--- src/hdl/ccc_regs.svh ---
// Behaviour
// (RULE1) Board holds chain enable low during JTAG
// (RULE2) Drive chain enable out low when done
// (RULE3) Shared lines make chain enter user together
// (RULE4) JTAG success drives chain enable out low
// (RULE5) Host keeps device within first 17 positions
// (RULE6) Select 12 ms or 100 ms power-on delay
// (RULE7) Pull-up control input gates weak pull-ups
// (RULE8) Scheme chosen from static 4-bit select
// (RULE9) Reconfig low in user mode resets, tri-states
// (RULE10) Reconfig returning high starts new configuration
// (RULE11) Status low from power-up until delay ends
// (RULE12) Configuration error pulls status line low
// (RULE13) External status low while configuring means error
// (RULE14) User mode ignores status line transitions
// (RULE15) Host holds reconfig low until supplies stable
// (RULE16) Done line low until data complete, initialization
// (RULE17) Host applies 299 clocks after last bit
// (RULE18) Configure only while chain enable input low
`ifndef CCC_REGS_SVH
`define CCC_REGS_SVH

`define CCC_CLK_MHZ 100
`define CCC_POR_FAST_MS 12
`define CCC_POR_SLOW_MS 100
`define CCC_INIT_CYCLES 299
`define CCC_CNT_W 24
`define CCC_SYNC_W 10

`define CCC_CTRL_OFS 32'h0000_0000
`define CCC_STAT_OFS 32'h0000_0004
`define CCC_IRQ_STAT_OFS 32'h0000_0008
`define CCC_IRQ_MASK_OFS 32'h0000_000c

`define CCC_CTRL_RECONF_BIT 0
`define CCC_CTRL_HOLD_BIT 1
`define CCC_CTRL_RESET 2'h0

`define CCC_IRQ_USER_BIT 0
`define CCC_IRQ_ERR_BIT 1
`define CCC_IRQ_RECONF_BIT 2
`define CCC_IRQ_W 3

`define CCC_STAT_STATE_LSB 0
`define CCC_STAT_CHAIN_BIT 3
`define CCC_STAT_DONE_BIT 4
`define CCC_STAT_STATUS_BIT 5
`define CCC_STAT_SCHEME_LSB 8

`endif

--- src/hdl/ccc_pkg.sv ---
package ccc_pkg;

  typedef enum logic [2:0] {
    CCC_POR    = 3'h0,
    CCC_WAIT   = 3'h1,
    CCC_CONFIG = 3'h3,
    CCC_INIT   = 3'h2,
    CCC_USER   = 3'h6,
    CCC_RESET  = 3'h7,
    CCC_ERROR  = 3'h5
  } ccc_state_e;

  typedef struct packed {
    logic chain_en_n;
    logic reconfig_n;
    logic status_in;
    logic done_in;
    logic por_sel;
    logic pullup_dis;
    logic [3:0] scheme;
  } ccc_pins_s;

endpackage : ccc_pkg

--- src/hdl/ccc_sync.sv ---
`timescale 1ns/100ps
`default_nettype none
`include "ccc_regs.svh"

module ccc_sync (
  // Clock and reset
  input wire logic pclk,
  input wire logic presetn,
  // Asynchronous pins and their synchronised copies
  input wire logic [`CCC_SYNC_W-1:0] async_in,
  output logic [`CCC_SYNC_W-1:0] sync_out
);

  genvar i;
  generate
    for (i = 0; i < `CCC_SYNC_W; i = i + 1) begin : g_bit
      logic meta_reg;
      logic sync_reg;
      // First stage feeds only the second stage
      always_ff @(posedge pclk or negedge presetn) begin
        if (!presetn) begin
          meta_reg <= 1'b0;
          sync_reg <= 1'b0;
        end else begin
          meta_reg <= async_in[i];
          sync_reg <= meta_reg;
        end
      end
      assign sync_out[i] = sync_reg;
    end
  endgenerate

endmodule : ccc_sync

`default_nettype wire

--- src/hdl/ccc_top.sv ---
// The implementer's own choices: the placing of the registers and the APB register port.
`timescale 1ns/100ps
`default_nettype none
`include "ccc_regs.svh"

module ccc_top
  import ccc_pkg::*;
#(
  parameter int unsigned POR_FAST_CYCLES = `CCC_POR_FAST_MS * 1000 * `CCC_CLK_MHZ,
  parameter int unsigned POR_SLOW_CYCLES = `CCC_POR_SLOW_MS * 1000 * `CCC_CLK_MHZ
) (
  // Clock and reset
  input wire logic pclk,
  input wire logic presetn,
  // APB slave
  input wire logic psel,
  input wire logic penable,
  input wire logic pwrite,
  input wire logic [31:0] paddr,
  input wire logic [31:0] pwdata,
  output logic [31:0] prdata,
  output logic pready,
  output logic pslverr,
  // Configuration pins
  input wire logic chain_enable_in_n,
  input wire logic reconfig_req_n,
  input wire logic por_delay_select,
  input wire logic io_pullup_disable,
  input wire logic [3:0] scheme_select,
  output logic chain_enable_out_n,
  // Open-drain status and done lines
  input wire logic config_status_line_in,
  output logic config_status_line_out,
  output logic config_status_line_oe,
  input wire logic config_done_line_in,
  output logic config_done_line_out,
  output logic config_done_line_oe,
  // Configuration engine side
  input wire logic cfg_data_done,
  input wire logic cfg_data_err,
  input wire logic jtag_cfg_ok,
  output logic config_active,
  output logic [3:0] active_scheme,
  output logic user_mode,
  output logic io_pullup_en,
  output logic io_tristate,
  // Interrupt
  output logic irq
);

  localparam logic [`CCC_CNT_W-1:0] FAST_LAST = `CCC_CNT_W'(POR_FAST_CYCLES - 1);
  localparam logic [`CCC_CNT_W-1:0] SLOW_LAST = `CCC_CNT_W'(POR_SLOW_CYCLES - 1);
  localparam logic [`CCC_CNT_W-1:0] INIT_LAST = `CCC_CNT_W'(`CCC_INIT_CYCLES - 1);

  ccc_pins_s pins_async;
  ccc_pins_s pins;

  assign pins_async = '{chain_en_n: chain_enable_in_n, reconfig_n: reconfig_req_n,
                        status_in: config_status_line_in, done_in: config_done_line_in,
                        por_sel: por_delay_select, pullup_dis: io_pullup_disable,
                        scheme: scheme_select};

  ccc_sync u_sync (
    .pclk(pclk),
    .presetn(presetn),
    .async_in(pins_async),
    .sync_out(pins)
  );

  ccc_state_e state_reg, state_next;
  logic [`CCC_CNT_W-1:0] cnt_reg, cnt_next;
  logic [3:0] scheme_reg, scheme_next;
  logic chain_n_reg, chain_n_next;
  logic status_oe_reg, status_oe_next;
  logic done_oe_reg, done_oe_next;
  logic active_reg, active_next;
  logic user_reg, user_next;
  logic pullup_reg, pullup_next;
  logic tri_reg, tri_next;
  logic [1:0] ctrl_reg, ctrl_next;
  logic [`CCC_IRQ_W-1:0] istat_reg, istat_next;
  logic [`CCC_IRQ_W-1:0] imask_reg, imask_next;
  logic irq_reg, irq_next;
  logic [31:0] prdata_reg, prdata_next;
  logic pready_reg, pready_next;
  logic pslverr_reg, pslverr_next;
  logic [1:0] warm_reg, warm_next;

  logic setup;
  logic access;
  logic mapped;
  logic wr_en;
  logic sw_reconf;
  logic reconf_low;
  logic [31:0] rdata;
  logic [`CCC_IRQ_W-1:0] events;

  // Bus decode
  always_comb begin
    setup = psel && !penable;
    access = psel && penable && pready_reg;
    mapped = (paddr == `CCC_CTRL_OFS) || (paddr == `CCC_STAT_OFS) ||
             (paddr == `CCC_IRQ_STAT_OFS) || (paddr == `CCC_IRQ_MASK_OFS);
    wr_en = access && pwrite && mapped;
    sw_reconf = wr_en && (paddr == `CCC_CTRL_OFS) && pwdata[`CCC_CTRL_RECONF_BIT];
    reconf_low = !pins.reconfig_n || sw_reconf;
    rdata = 32'h0;
    unique case (paddr)
      `CCC_CTRL_OFS: rdata[1:0] = ctrl_reg;
      `CCC_STAT_OFS: begin
        rdata[`CCC_STAT_STATE_LSB +: 3] = state_reg;
        rdata[`CCC_STAT_CHAIN_BIT] = chain_n_reg;
        rdata[`CCC_STAT_DONE_BIT] = pins.done_in;
        rdata[`CCC_STAT_STATUS_BIT] = pins.status_in;
        rdata[`CCC_STAT_SCHEME_LSB +: 4] = scheme_reg;
      end
      `CCC_IRQ_STAT_OFS: rdata[`CCC_IRQ_W-1:0] = istat_reg;
      `CCC_IRQ_MASK_OFS: rdata[`CCC_IRQ_W-1:0] = imask_reg;
      default: rdata = 32'h0;
    endcase
  end

  // Configuration sequencer
  always_comb begin
    state_next = state_reg;
    cnt_next = cnt_reg;
    scheme_next = scheme_reg;
    chain_n_next = chain_n_reg;
    unique case (state_reg)
      CCC_POR: begin
        cnt_next = cnt_reg + `CCC_CNT_W'(1);
        // (RULE6) delay per select
        if (cnt_reg >= (pins.por_sel ? FAST_LAST : SLOW_LAST)) begin
          // (RULE8) capture static scheme
          scheme_next = pins.scheme;
          cnt_next = '0;
          state_next = CCC_WAIT;
        end
      end
      CCC_WAIT: begin
        // (RULE18) wait for chain enable
        // Status must read back high first: just after release the synchroniser
        // still shows the line low, which would look like an external error
        if (!pins.chain_en_n && pins.status_in && !ctrl_reg[`CCC_CTRL_HOLD_BIT]) begin
          state_next = CCC_CONFIG;
        end
      end
      CCC_CONFIG: begin
        // (RULE13) external status low
        if (cfg_data_err || !pins.status_in) begin
          state_next = CCC_ERROR;
        end else if (cfg_data_done || jtag_cfg_ok) begin
          state_next = CCC_INIT;
          cnt_next = '0;
        end
        // (RULE4) JTAG success enables next
        if (jtag_cfg_ok && !cfg_data_err) begin
          chain_n_next = 1'b0;
        end
      end
      CCC_INIT: begin
        if (!pins.status_in) begin
          state_next = CCC_ERROR;
        // (RULE3) shared done gates entry
        end else if (pins.done_in) begin
          cnt_next = cnt_reg + `CCC_CNT_W'(1);
          if (cnt_reg == INIT_LAST) begin
            state_next = CCC_USER;
            // (RULE2) enable next device
            chain_n_next = 1'b0;
          end
        end
      end
      // (RULE14) status line ignored here
      CCC_USER: state_next = CCC_USER;
      CCC_RESET: begin
        chain_n_next = 1'b1;
        // (RULE10) restart on release
        if (pins.reconfig_n) begin
          state_next = CCC_WAIT;
        end
      end
      CCC_ERROR: state_next = CCC_ERROR;
      default: state_next = CCC_POR;
    endcase
    // (RULE9) reconfig request resets
    if (state_reg != CCC_POR && state_reg != CCC_RESET && reconf_low) begin
      state_next = CCC_RESET;
      chain_n_next = 1'b1;
    end
  end

  // Pin and engine outputs
  always_comb begin
    // (RULE11) status low through delay
    // (RULE12) status low on error
    status_oe_next = (state_next == CCC_POR) || (state_next == CCC_ERROR) ||
                     (state_next == CCC_RESET);
    // (RULE16) done released at initialization
    done_oe_next = (state_next != CCC_INIT) && (state_next != CCC_USER);
    active_next = state_next == CCC_CONFIG;
    user_next = state_next == CCC_USER;
    // Synchronised pins read low for two edges after reset; keep pull-ups off till then
    warm_next = {warm_reg[0], 1'b1};
    // (RULE7) pull-ups before user mode
    pullup_next = warm_reg[1] && (state_next != CCC_USER) && !pins.pullup_dis;
    tri_next = state_next != CCC_USER;
  end

  // Registers, events and bus answer
  always_comb begin
    events = '0;
    events[`CCC_IRQ_USER_BIT] = (state_next == CCC_USER) && (state_reg != CCC_USER);
    events[`CCC_IRQ_ERR_BIT] = (state_next == CCC_ERROR) && (state_reg != CCC_ERROR);
    events[`CCC_IRQ_RECONF_BIT] = (state_next == CCC_RESET) && (state_reg != CCC_RESET);
    ctrl_next = ctrl_reg;
    imask_next = imask_reg;
    if (wr_en && paddr == `CCC_CTRL_OFS) begin
      ctrl_next[`CCC_CTRL_HOLD_BIT] = pwdata[`CCC_CTRL_HOLD_BIT];
    end
    if (wr_en && paddr == `CCC_IRQ_MASK_OFS) begin
      imask_next = pwdata[`CCC_IRQ_W-1:0];
    end
    // New events win over the read clear; only the bits that the read reported
    // are cleared, so an event landing after the setup cycle is not lost
    istat_next = ((access && !pwrite && paddr == `CCC_IRQ_STAT_OFS) ?
                  (istat_reg & ~prdata_reg[`CCC_IRQ_W-1:0]) : istat_reg) | events;
    irq_next = |(istat_next & imask_next);
    pready_next = setup;
    pslverr_next = setup && !mapped;
    prdata_next = (setup && !pwrite) ? rdata : 32'h0;
  end

  always_ff @(posedge pclk or negedge presetn) begin
    if (!presetn) begin
      state_reg <= CCC_POR;
      cnt_reg <= '0;
      scheme_reg <= 4'h0;
      chain_n_reg <= 1'b1;
      status_oe_reg <= 1'b1;
      done_oe_reg <= 1'b1;
      active_reg <= 1'b0;
      user_reg <= 1'b0;
      pullup_reg <= 1'b0;
      tri_reg <= 1'b1;
      ctrl_reg <= `CCC_CTRL_RESET;
      istat_reg <= '0;
      imask_reg <= '0;
      irq_reg <= 1'b0;
      prdata_reg <= 32'h0;
      pready_reg <= 1'b0;
      pslverr_reg <= 1'b0;
      warm_reg <= 2'h0;
    end else begin
      state_reg <= state_next;
      cnt_reg <= cnt_next;
      scheme_reg <= scheme_next;
      chain_n_reg <= chain_n_next;
      status_oe_reg <= status_oe_next;
      done_oe_reg <= done_oe_next;
      active_reg <= active_next;
      user_reg <= user_next;
      pullup_reg <= pullup_next;
      tri_reg <= tri_next;
      ctrl_reg <= ctrl_next;
      istat_reg <= istat_next;
      imask_reg <= imask_next;
      irq_reg <= irq_next;
      prdata_reg <= prdata_next;
      pready_reg <= pready_next;
      pslverr_reg <= pslverr_next;
      warm_reg <= warm_next;
    end
  end

  // Open-drain lines only ever drive low
  logic zero_reg;
  always_ff @(posedge pclk or negedge presetn) begin
    if (!presetn) begin
      zero_reg <= 1'b0;
    end else begin
      zero_reg <= 1'b0;
    end
  end

  assign prdata = prdata_reg;
  assign pready = pready_reg;
  assign pslverr = pslverr_reg;
  assign chain_enable_out_n = chain_n_reg;
  assign config_status_line_out = zero_reg;
  assign config_status_line_oe = status_oe_reg;
  assign config_done_line_out = zero_reg;
  assign config_done_line_oe = done_oe_reg;
  assign config_active = active_reg;
  assign active_scheme = scheme_reg;
  assign user_mode = user_reg;
  assign io_pullup_en = pullup_reg;
  assign io_tristate = tri_reg;
  assign irq = irq_reg;

endmodule : ccc_top

`default_nettype wire

--- config.mk ---
export PLATFORM = sky130hd
export DESIGN_NAME = ccc_top
export DESIGN_NICKNAME = d
export VERILOG_FILES = /design/src/hdl/ccc_pkg.sv /design/src/hdl/ccc_sync.sv /design/src/hdl/ccc_top.sv
export VERILOG_INCLUDE_DIRS = /design/src /design/src/hdl
export SDC_FILE = /design/constraint.sdc
export NUM_CORES = 1
export LEC_CHECK = 0
export BUFFER_PORTS_ARGS = -buffer_cell sky130_fd_sc_hd__buf_2
export CAP_MARGIN = 40
export CORE_MARGIN = 2
export CORE_UTILIZATION = 40
export CTS_CLUSTER_SIZE = 30
export DETAILED_ROUTE_END_ITERATION = 7
export GPL_ROUTABILITY_DRIVEN = 1
export PLACE_DENSITY = 0.63
export REMOVE_ABC_BUFFERS = 1
export SLEW_MARGIN = 10
export SYNTH_ARGS = -nofsm -noshare
export SYNTH_HDL_FRONTEND = slang
export SYNTH_SLANG_ARGS = --single-unit
--- constraint.sdc ---
create_clock -name pclk -period 2.9 [get_ports pclk]
set_clock_uncertainty 0.05 [all_clocks]
set_input_delay 0.435 -clock pclk [delete_from_list [all_inputs] [get_ports pclk]]
set_output_delay 0.435 -clock pclk [all_outputs]
set_load 0.05 [all_outputs]
Word-level counts from Yosys, hierarchy flattened
Index checks and enable logic that the tools add are counted.
Widths: inputs -> output; s select.
Storage, ports and cells
  bits in registers: 82
  input bits: 82
  output and inout port bits: 48
  logic and storage cells: 151
Cells by class
  add/sub/neg operators: 1
  magnitude comparators: 1
  equal/unequal tests: 27
  muxes and demuxes: 30
  bitwise operators: 4
  reduce and logical (&&, ||, !) cells: 50
Operator list (count)
  $mux 24: 6
  $pmux 24 s3: 1
  $eq 32x4->1 const B: 2
  $mux 3: 12
  $eq 32x3->1 const B: 1
  $logic_not 32->1: 1
  $add 24x1->24 const B: 1
  $eq 24x9->1 const B: 1
  $ge 24x24->1: 1
  $logic_and 1x1->1: 23
  $pmux 3 s7: 1
  $eq 3x3->1 const B: 6
  $ne 3x3->1 const B: 6
  $mux 12: 1
  $reduce_and 5->1: 2
  $eq 3x2->1 const B: 3
  $logic_not 1->1: 9
  $ne 3x2->1 const B: 3
  $logic_or 1x1->1: 8
  $pmux 2 s4: 1
  $and 3x3->3: 2
  $logic_not 3->1: 2
  $pmux 1 s3: 2
  $reduce_bool 3->1: 2
  other kinds (10): 16

Longest topological paths before layout
Gate-level depths: netlist of run 1.
  word-level depth: 15
  mapped depth: 9
  mapped depth without buffers: 8

By module
A second synthesis of run 1 with hierarchy kept.
Unflattened totals
  cell total of the unflattened synthesis: 377
  area total of the unflattened synthesis: 3997.6 µm²
By module, submodules not included
  ccc_top: times used 1, cells each 347, area an instance 3422.0 µm², seq. area each 1506.4 µm²
  ccc_sync: times used 1, cells each 30, area an instance 575.6 µm², seq. area each 500.5 µm²

Worst setup path after synthesis of run 1
Ideal clock, no wire load.
  path kind: reg2reg
  start: reg u_sync.g_bit[5].sync_reg
  end: reg scheme_reg[0], in the netlist active_scheme[0]
  library setup time: 125 ps
  arrival: 1996 ps
  required time: 2725 ps
  path slack: 729 ps
  stages on the path, launching flop included: 9
  buffers on the path: 0
  clock period less this slack: 2171 ps
  cell sequence: dfrtp_1 > inv_1 > ha_1 > and4b_1 > nand4_1 > o211ai_1 > a21oi_1 > nor2_1 > mux2_2
Between the ends
  cells in the longest elaborated chain, start to end: 3
Ends and longest elaborated chain
  from (decl): line ccc_sync.sv:18  | logic sync_reg;
  from (signal assigned): line ccc_sync.sv:26  | sync_reg <= meta_reg;
  $mux 24: line ccc_top.sv:133  | if (cnt_reg >= (pins.por_sel ? FAST_LAST : SLOW_LAST)) begin
  $ge 24x24->1: line ccc_top.sv:133
  $reduce_and 2->1 (no source line)
  to (signal assigned): line ccc_top.sv:257  | scheme_reg <= scheme_next;
  to (decl): line ccc_top.sv:72  | logic [3:0] scheme_reg, scheme_next;
No other way between the ends.
A chain may end at the register's enable or synchronous reset.

Worst setup path after layout of run 1
  start: reg u_sync.g_bit[5].sync_reg
  end: reg scheme_reg[1], in the netlist active_scheme[1]
Same word-level chain as after synthesis.

==> qor.yml, run 1 <==
worst_setup_path:
  worstSetupEndpointType: "flip-flop"
  cpPeakStageDelay_ns: 0.46
  cp_top_family: "simple AND/OR/NAND/NOR gates"
  cp_max_fo: 6
  critical_path_buf_inv_count: 1
  path_class: "reg2reg"
  worstPathCellList: "inv_1, ha_1, and4b_1, nand4_1, o211ai_1, a21oi_1, nor2_1, mux2_2"
  cp-start-kind: "flip-flop"
  cp_slowest_cell: "dfrtp_1"
  arrival_ns: 2.78
  cp.required_ns: 3.09
synth:
  synth_top_cell_by_area: "dfrtp_1"
  synth-edff-count: 0
  synth_compound_area_share_pct: 6.69
  ys_top_cells_by_area: "dfrtp_1 (49%), buf_4 (5.2%), nor2_1 (4.7%)"
  syn_avg_cell_area_sq_um: 10.4
  ys_types: 54
  synthesis.area_sq_um: 3890
  synthCells: 373
  ys.flop_type: "dfrtp_1"
  yosys_warnings: 0
  synthTopCellsByCount: "dfrtp_1 (76), nor2_1 (49), buf_4 (27), nand2_1 (24), inv_1 (16)"
  ys_ff_latch: 80
  synthSimpleGateAreaFrac_pct: 21.9
  synth_xor_area_share_pct: 5.18
  synth_adder_area_share_pct: 3.22
  synth_top_family_by_area: "simple AND/OR/NAND/NOR gates"
  synth_mux_area_share_pct: 3.41
  synth-seq-area-share_pct: 51.6
  async_flop_share_pct: 100
  synth_top_area_share_pct: 48.9
  yosysMostFrequentCell: "dfrtp_1"
sta:
  setup_tns_ns: 0
  post-route-min-period_ns: 2.59
  max-slew-margin-rel_pct: 57.2
  fin_ws_ns: 0.307
  rsz0062_at_grt: "no"
  worst_pin_slew_ns: 0.637
  fmax_mhz: 386
  drv_slew: 0
  setup_viol: 0
  fin_crit_sh_pct: 89.4
  hold_viol_final: 0
  holdWs_ns: 0.132
routing:
  via_per_inst: 4.92
  routed_wl_um: 8040
  routedWlPerCell_um: 13.6
  first_iter_violations: 121
  route.detailed.drc: 0
  final_antenna_net_count: 0
  dr.pass1.iters: 4
  vias: 2907
power_and_ir_drop:
  power.density_nw_per_um2: 702
  clkPwrFrac_pct: 29.1
  power.switching_mw: 1.15
  p_comb_share_pct: 25.3
  seqPwrFrac_pct: 45.7
  ir_worst_vdd_uv: 356
  p_int_mw: 2.10
  power_leakage_nw: 2.21
  switching_share_pct: 35.3
place:
  place_ws_ns: 0.185
  io_buffers: 76
  dpl.cell_count: 574
  dp_hpwl_um: 5950
  gp_congestion: 0.817
cts:
  path_clk_slew_ns: 0.09
  clock_insertion_delay_worst_skew_ns: 0.35
  cts_setup_buffers: 0
  cts_tree: "done"
  cts_root_buf: "clkbuf_8"
  cts_sinks: 80
  cts_max_path_buffers: 2
  cts_buffers: 9
  htreeDepth: 3
cells_and_area:
  nNetsFinal: 549
  drive_above_1_share_pct: 26.0
  n_antenna_cell: 0
  stdcell_count: 591
  largest_reg_flops: 24
  area_growth_pct: 18.8
grt:
  grt_pass1_wl_um: 12900
  grt_usage_pct: 16.0
  antenna_found_initial: 0
  grt_overflow: 0
  grt_pass1_vias: 2794
  grt_start_max_net_pins: 64
die:
  die-area_sq_um: 10500
  core_region_area_sq_um: 9330
  io_pins: 130
  die_w_um: 103
  initial_utilization_pct: 41.7
  die_h_um: 103
  row_count: 35
run:
  cap_violations: 0
hold_path:
  hold_path.class: "in2reg"
run_status:
  status: "complete, no violations"
-- final cells by class --
class / count / area, sq um
clock inverters: 6 / 97.6
repair buffers: 86 / 480
inverters: 16 / 60.1
clock buffers: 10 / 138
flip-flops and latches: 80 / 2010
well taps: 129 / 161
fillers: 894 / 4710
multi-input cells: 264 / 1680
-- power by group through the flow --
| stage | Clock (mW) | Sequential [mW] | Combinational, mW |
|---|---|---|---|
| after global placement | 0 | 1.50 | 0.791 |
| final | 0.944 | 1.48 | 0.820 |
| after detailed placement | 0 | 1.50 | 0.814 |
| after CTS | 0.972 | 1.48 | 0.820 |
| after floorplan | 0 | 1.57 | 0.476 |
| after global routing | 1.01 | 1.51 | 0.913 |
-- what timing repair did --
item | CTS | global route
gates resized for setup | 0 | 1
hold buffers | 1 | 0
endpoints found under the setup margin | 0 | 9
hold endpoints to repair | 17 | 0
-- worst register-to-register path: stages (launching register included) --
cell and delay [ns]:
dfrtp_1 0.46, inv_1 0.15, ha_1 0.31, and4b_1 0.21
nand4_1 0.10, o211ai_1 0.22, a21oi_1 0.15, nor2_1 0.44
mux2_2 0.40
-- per-layer routing --
metal	track usage, %	up-vias	routed length [um]
li1	-	1421	-
met4	6.87	0	124
met2	24.8	97	3500
met3	3.73	14	538
met5	0	-	0
met1	21.6	1375	3880
-- final timing paths --
check	from	endpoint	slack [ns]	cells past startpoint
max in group asynchronous	presetn	config_status_line_oe	1.74	3
min	scheme_select[0]	u_sync.g_bit[0].meta_reg	0.13	1
max	u_sync.g_bit[5].sync_reg	active_scheme[1]	0.31	8
min in group asynchronous	presetn	cnt_reg[17]	0.44	2
max reg2reg	u_sync.g_bit[5].sync_reg	active_scheme[1]	0.31	8
min reg2reg	u_sync.g_bit[9].meta_reg	u_sync.g_bit[9].sync_reg	0.29	0
-- logic make-up (layout without fill, tap and decap cells) --
| logic type | Yosys count | count (layout) |
|---|---|---|
| adders and majority gates | 10 | 10 |
| buffers and inverters | 52 | 118 |
| DFF | 80 | 80 |
| AOI/OAI and AO/OA | 37 | 37 |
| and+or+nand+nor | 158 | 158 |
| other | 2 | 25 |
| xor gates and xnor gates | 23 | 23 |
| muxes | 11 | 11 |
-- cell usage in the layout, fill, tap and decap left out, types with 2 or more instances in the layout --
master	instances
dfrtp_1	76
buf_2	75
nor2_1	49
conb_1	25
nand2_1	24
inv_1	16
nand4_1	15
nor4_1	12
xnor2_1	12
xor2_1	11
nand3_1	10
ha_1	10
clkbuf_8	10
buf_4	9
and2_1	8
mux2_2	8
o21ai_0	7
a21oi_1	6
nor2b_1	5
nor3b_1	5
and3_1	4
nor4b_1	4
dfstp_2	4
a22oi_1	3
o211ai_1	3
or4_1	3
nand2b_1	3
o31ai_1	3
nor3_1	3
a32oi_1	3
and4_1	2
o21a_1	2
mux2i_1	2
o211a_1	2
inv_6	2
bufinv_16	2
-- stage by stage --
step                      power (mW)  util, %  cell area (sq um)
after floorplan                 2.04        -               3730
after global placement          2.29     46.6               4340
after detailed placement        2.32     46.9               4370
after CTS                       3.27     49.5               4620
after global routing            3.44     49.6               4620
final                           3.25     49.6               4620
Note: power is estimated with default switching activity, not from simulation.
==> run 2: changes to the inputs <==
--- a/config.mk
+++ b/config.mk
@@ -9,11 +9,11 @@
 export BUFFER_PORTS_ARGS = -buffer_cell sky130_fd_sc_hd__buf_2
 export CAP_MARGIN = 40
 export CORE_MARGIN = 2
-export CORE_UTILIZATION = 40
+export CORE_UTILIZATION = 51
 export CTS_CLUSTER_SIZE = 30
 export DETAILED_ROUTE_END_ITERATION = 7
 export GPL_ROUTABILITY_DRIVEN = 1
-export PLACE_DENSITY = 0.63
+export PLACE_DENSITY = 0.78
 export REMOVE_ABC_BUFFERS = 1
 export SLEW_MARGIN = 10
 export SYNTH_ARGS = -nofsm -noshare
==> qor.yml, run 2 (synthesis gave the netlist of run 1 again) <==
run_status:
  status: "complete, no violations"
place:
  gp_congestion: 0.886  # +8.4%
  io_buffers: 76  # unchanged
  dpl.cell_count: 543  # -5.4%
  place_area_sq_um: 4330  # -1.0%
  dp_hpwl_um: 5970  # +0.23%
sta:
  fmax_mhz: 382  # -0.92%
  max-slew-margin-rel_pct: 54.5  # -2.6 points
  hold_viol_final: 0  # unchanged
  post-route-min-period_ns: 2.62  # +0.0240 ns
  setup_tns_ns: 0  # unchanged
  setup_viol: 0  # unchanged
  drv_slew: 0  # unchanged
  fin_crit_sh_pct: 90.2  # +0.83 points
  rsz0062_at_grt: "no"
  worst_pin_slew_ns: 0.676  # +0.0394 ns
die:
  io_pins: 130  # unchanged
  die-area_sq_um: 8340  # -21%
  die_w_um: 91.4  # -11%
  die_h_um: 91.4  # -11%
  core_region_area_sq_um: 7330  # -21%
  row_count: 31  # -11%
  initial_utilization_pct: 53.1  # +11 points
cts:
  cts_tree: "done"
  clock_insertion_delay_worst_skew_ns: 0.35  # about the same
  cts_setup_buffers: 0  # unchanged
  cts_root_buf: "clkbuf_8"
  cts_sinks: 80  # unchanged
  cts_max_path_buffers: 2  # unchanged
  path_clk_slew_ns: 0.08  # about the same
  htreeDepth: 3  # unchanged
  cts_resized: 0  # unchanged
  cts_buffers: 9  # unchanged
routing:
  via_per_inst: 5.30  # +7.8%
  wl_met1_um: 3560  # -8.2%
  top_layer: "met4"
  first_iter_violations: 316  # +160%
  routedWlPerCell_um: 14.5  # +7.0%
  final_antenna_net_count: 0  # unchanged
  routed_wl_um: 8150  # +1.4%
  dr.pass1.iters: 4  # unchanged
  vias: 2969  # +2.1%
  met3_wirelength_um: 588  # +9.3%
  wl_met2_um: 3840  # +10%
  route.detailed.drc: 0  # unchanged
cells_and_area:
  n_antenna_cell: 0  # unchanged
  largest_reg_flops: 24  # unchanged
  fin_area_sq_um: 4550  # -1.6%
  final_common_cell: "dfrtp_1"
  final_util_pct: 62.0  # +12 points
  area_growth_pct: 16.8
  drive_above_1_share_pct: 25.8  # -0.16 points
  stdcell_count: 560  # -5.2%
  layout_common_cells: "dfrtp_1 (76), buf_2 (75), nor2_1 (49)"
  nNetsFinal: 548  # -0.18%
grt:
  antenna_found_initial: 0  # unchanged
  grt_pass1_vias: 2903  # +3.9%
  grt_overflow: 0  # unchanged
  grt_pass1_wl_um: 13400  # +4.4%
  grt_usage_pct: 20.4  # +4.4 points
  grt_start_max_net_pins: 66  # +3.1%
worst_setup_path:
  arrival_ns: 2.80  # +0.02 ns
  cp.required_ns: 3.08  # about the same
  r2r-end: "active_scheme[2]"
  r2r-start: "u_sync.g_bit[5].sync_reg"
  cp_max_fo: 6  # unchanged
  r2r_cells: 8  # unchanged
  r2r_slack_ns: 0.28  # -0.02 ns
  cp-start-kind: "flip-flop"
  worstSetupEndpointType: "flip-flop"
  path_class: "reg2reg"
power_and_ir_drop:
  power.density_nw_per_um2: 700  # -0.29%
  power_leakage_nw: 2.18  # -1.2%
  totalPowerFinal_mw: 3.18  # -1.9%
  ir_worst_vdd_uv: 576  # +62%
run:
  cap_violations: 0  # unchanged
hold_path:
  hold_path.class: "in2reg"
  hold_start: "scheme_select[3]"
  holdPathStages: 1  # unchanged
  hold_end: "u_sync.g_bit[3].meta_reg"
run 2: critical path, cell delays in order (launching register included):
cell      delay (ns)
dfrtp_1         0.43
inv_1           0.12
ha_1            0.31
and4b_1         0.24
nand4_1         0.14
o211ai_1        0.25
a21oi_1         0.15
nor2_1          0.42
mux2_2          0.39
run 2: metal layers:
metal	vias up	global-route usage, %
met2	126	33.5
met5	-	0
li1	1416	-
met1	1414	25.5
met4	0	8.59
met3	13	5.39
run 2: how the worst max path moves through the flow:
stage	from	to	slack (ns)	cells past startpoint
floorplan	u_sync.g_bit[5].sync_reg	cnt_reg[10]	0.06	8
global placement	u_sync.g_bit[5].sync_reg	active_scheme[0]	0.46	8
detailed placement	u_sync.g_bit[5].sync_reg	active_scheme[3]	0.34	8
CTS	u_sync.g_bit[5].sync_reg	active_scheme[2]	0.31	8
global route	u_sync.g_bit[5].sync_reg	active_scheme[2]	0.07	8
finish	u_sync.g_bit[5].sync_reg	active_scheme[2]	0.28	8
run 2: timing repair:
action | 4_1_cts | 5_1_grt
hold buffers | 1 | 0
endpoints found under the setup margin | 0 | 0
endpoints found under the hold margin | 15 | 0
run 2: through the flow:
| stage | hold slack, ns | setup WS, ns |
|---|---|---|
| finish | 0.135 | 0.283 |
| global route | 0.107 | 0.0682 |
| CTS | 0.117 | 0.309 |
| detailed placement | 0.268 | 0.339 |
| global placement | 0.283 | 0.458 |
| floorplan | 0.0894 | 0.0568 |
run 2: area by class of cell:
type | count | area [sq um]
Tap cell | 99 | 124
Clock buffer | 10 | 138
Inverter | 16 | 60.1
Clock inverter | 6 | 73.8
Timing Repair Buffer | 85 | 473
Sequential cell | 80 | 2010
Multi-Input combinational cell | 264 | 1670
Fill cell | 623 | 2780
run 2: power breakdown:
part	internal (mW)	leakage (nW)	switching, mW	total [mW]
combinational	0.304	1.08	0.530	0.833
clock	0.434	0.108	0.434	0.867
sequential	1.27	0.998	0.209	1.48
total	2.01	2.18	1.17	3.18
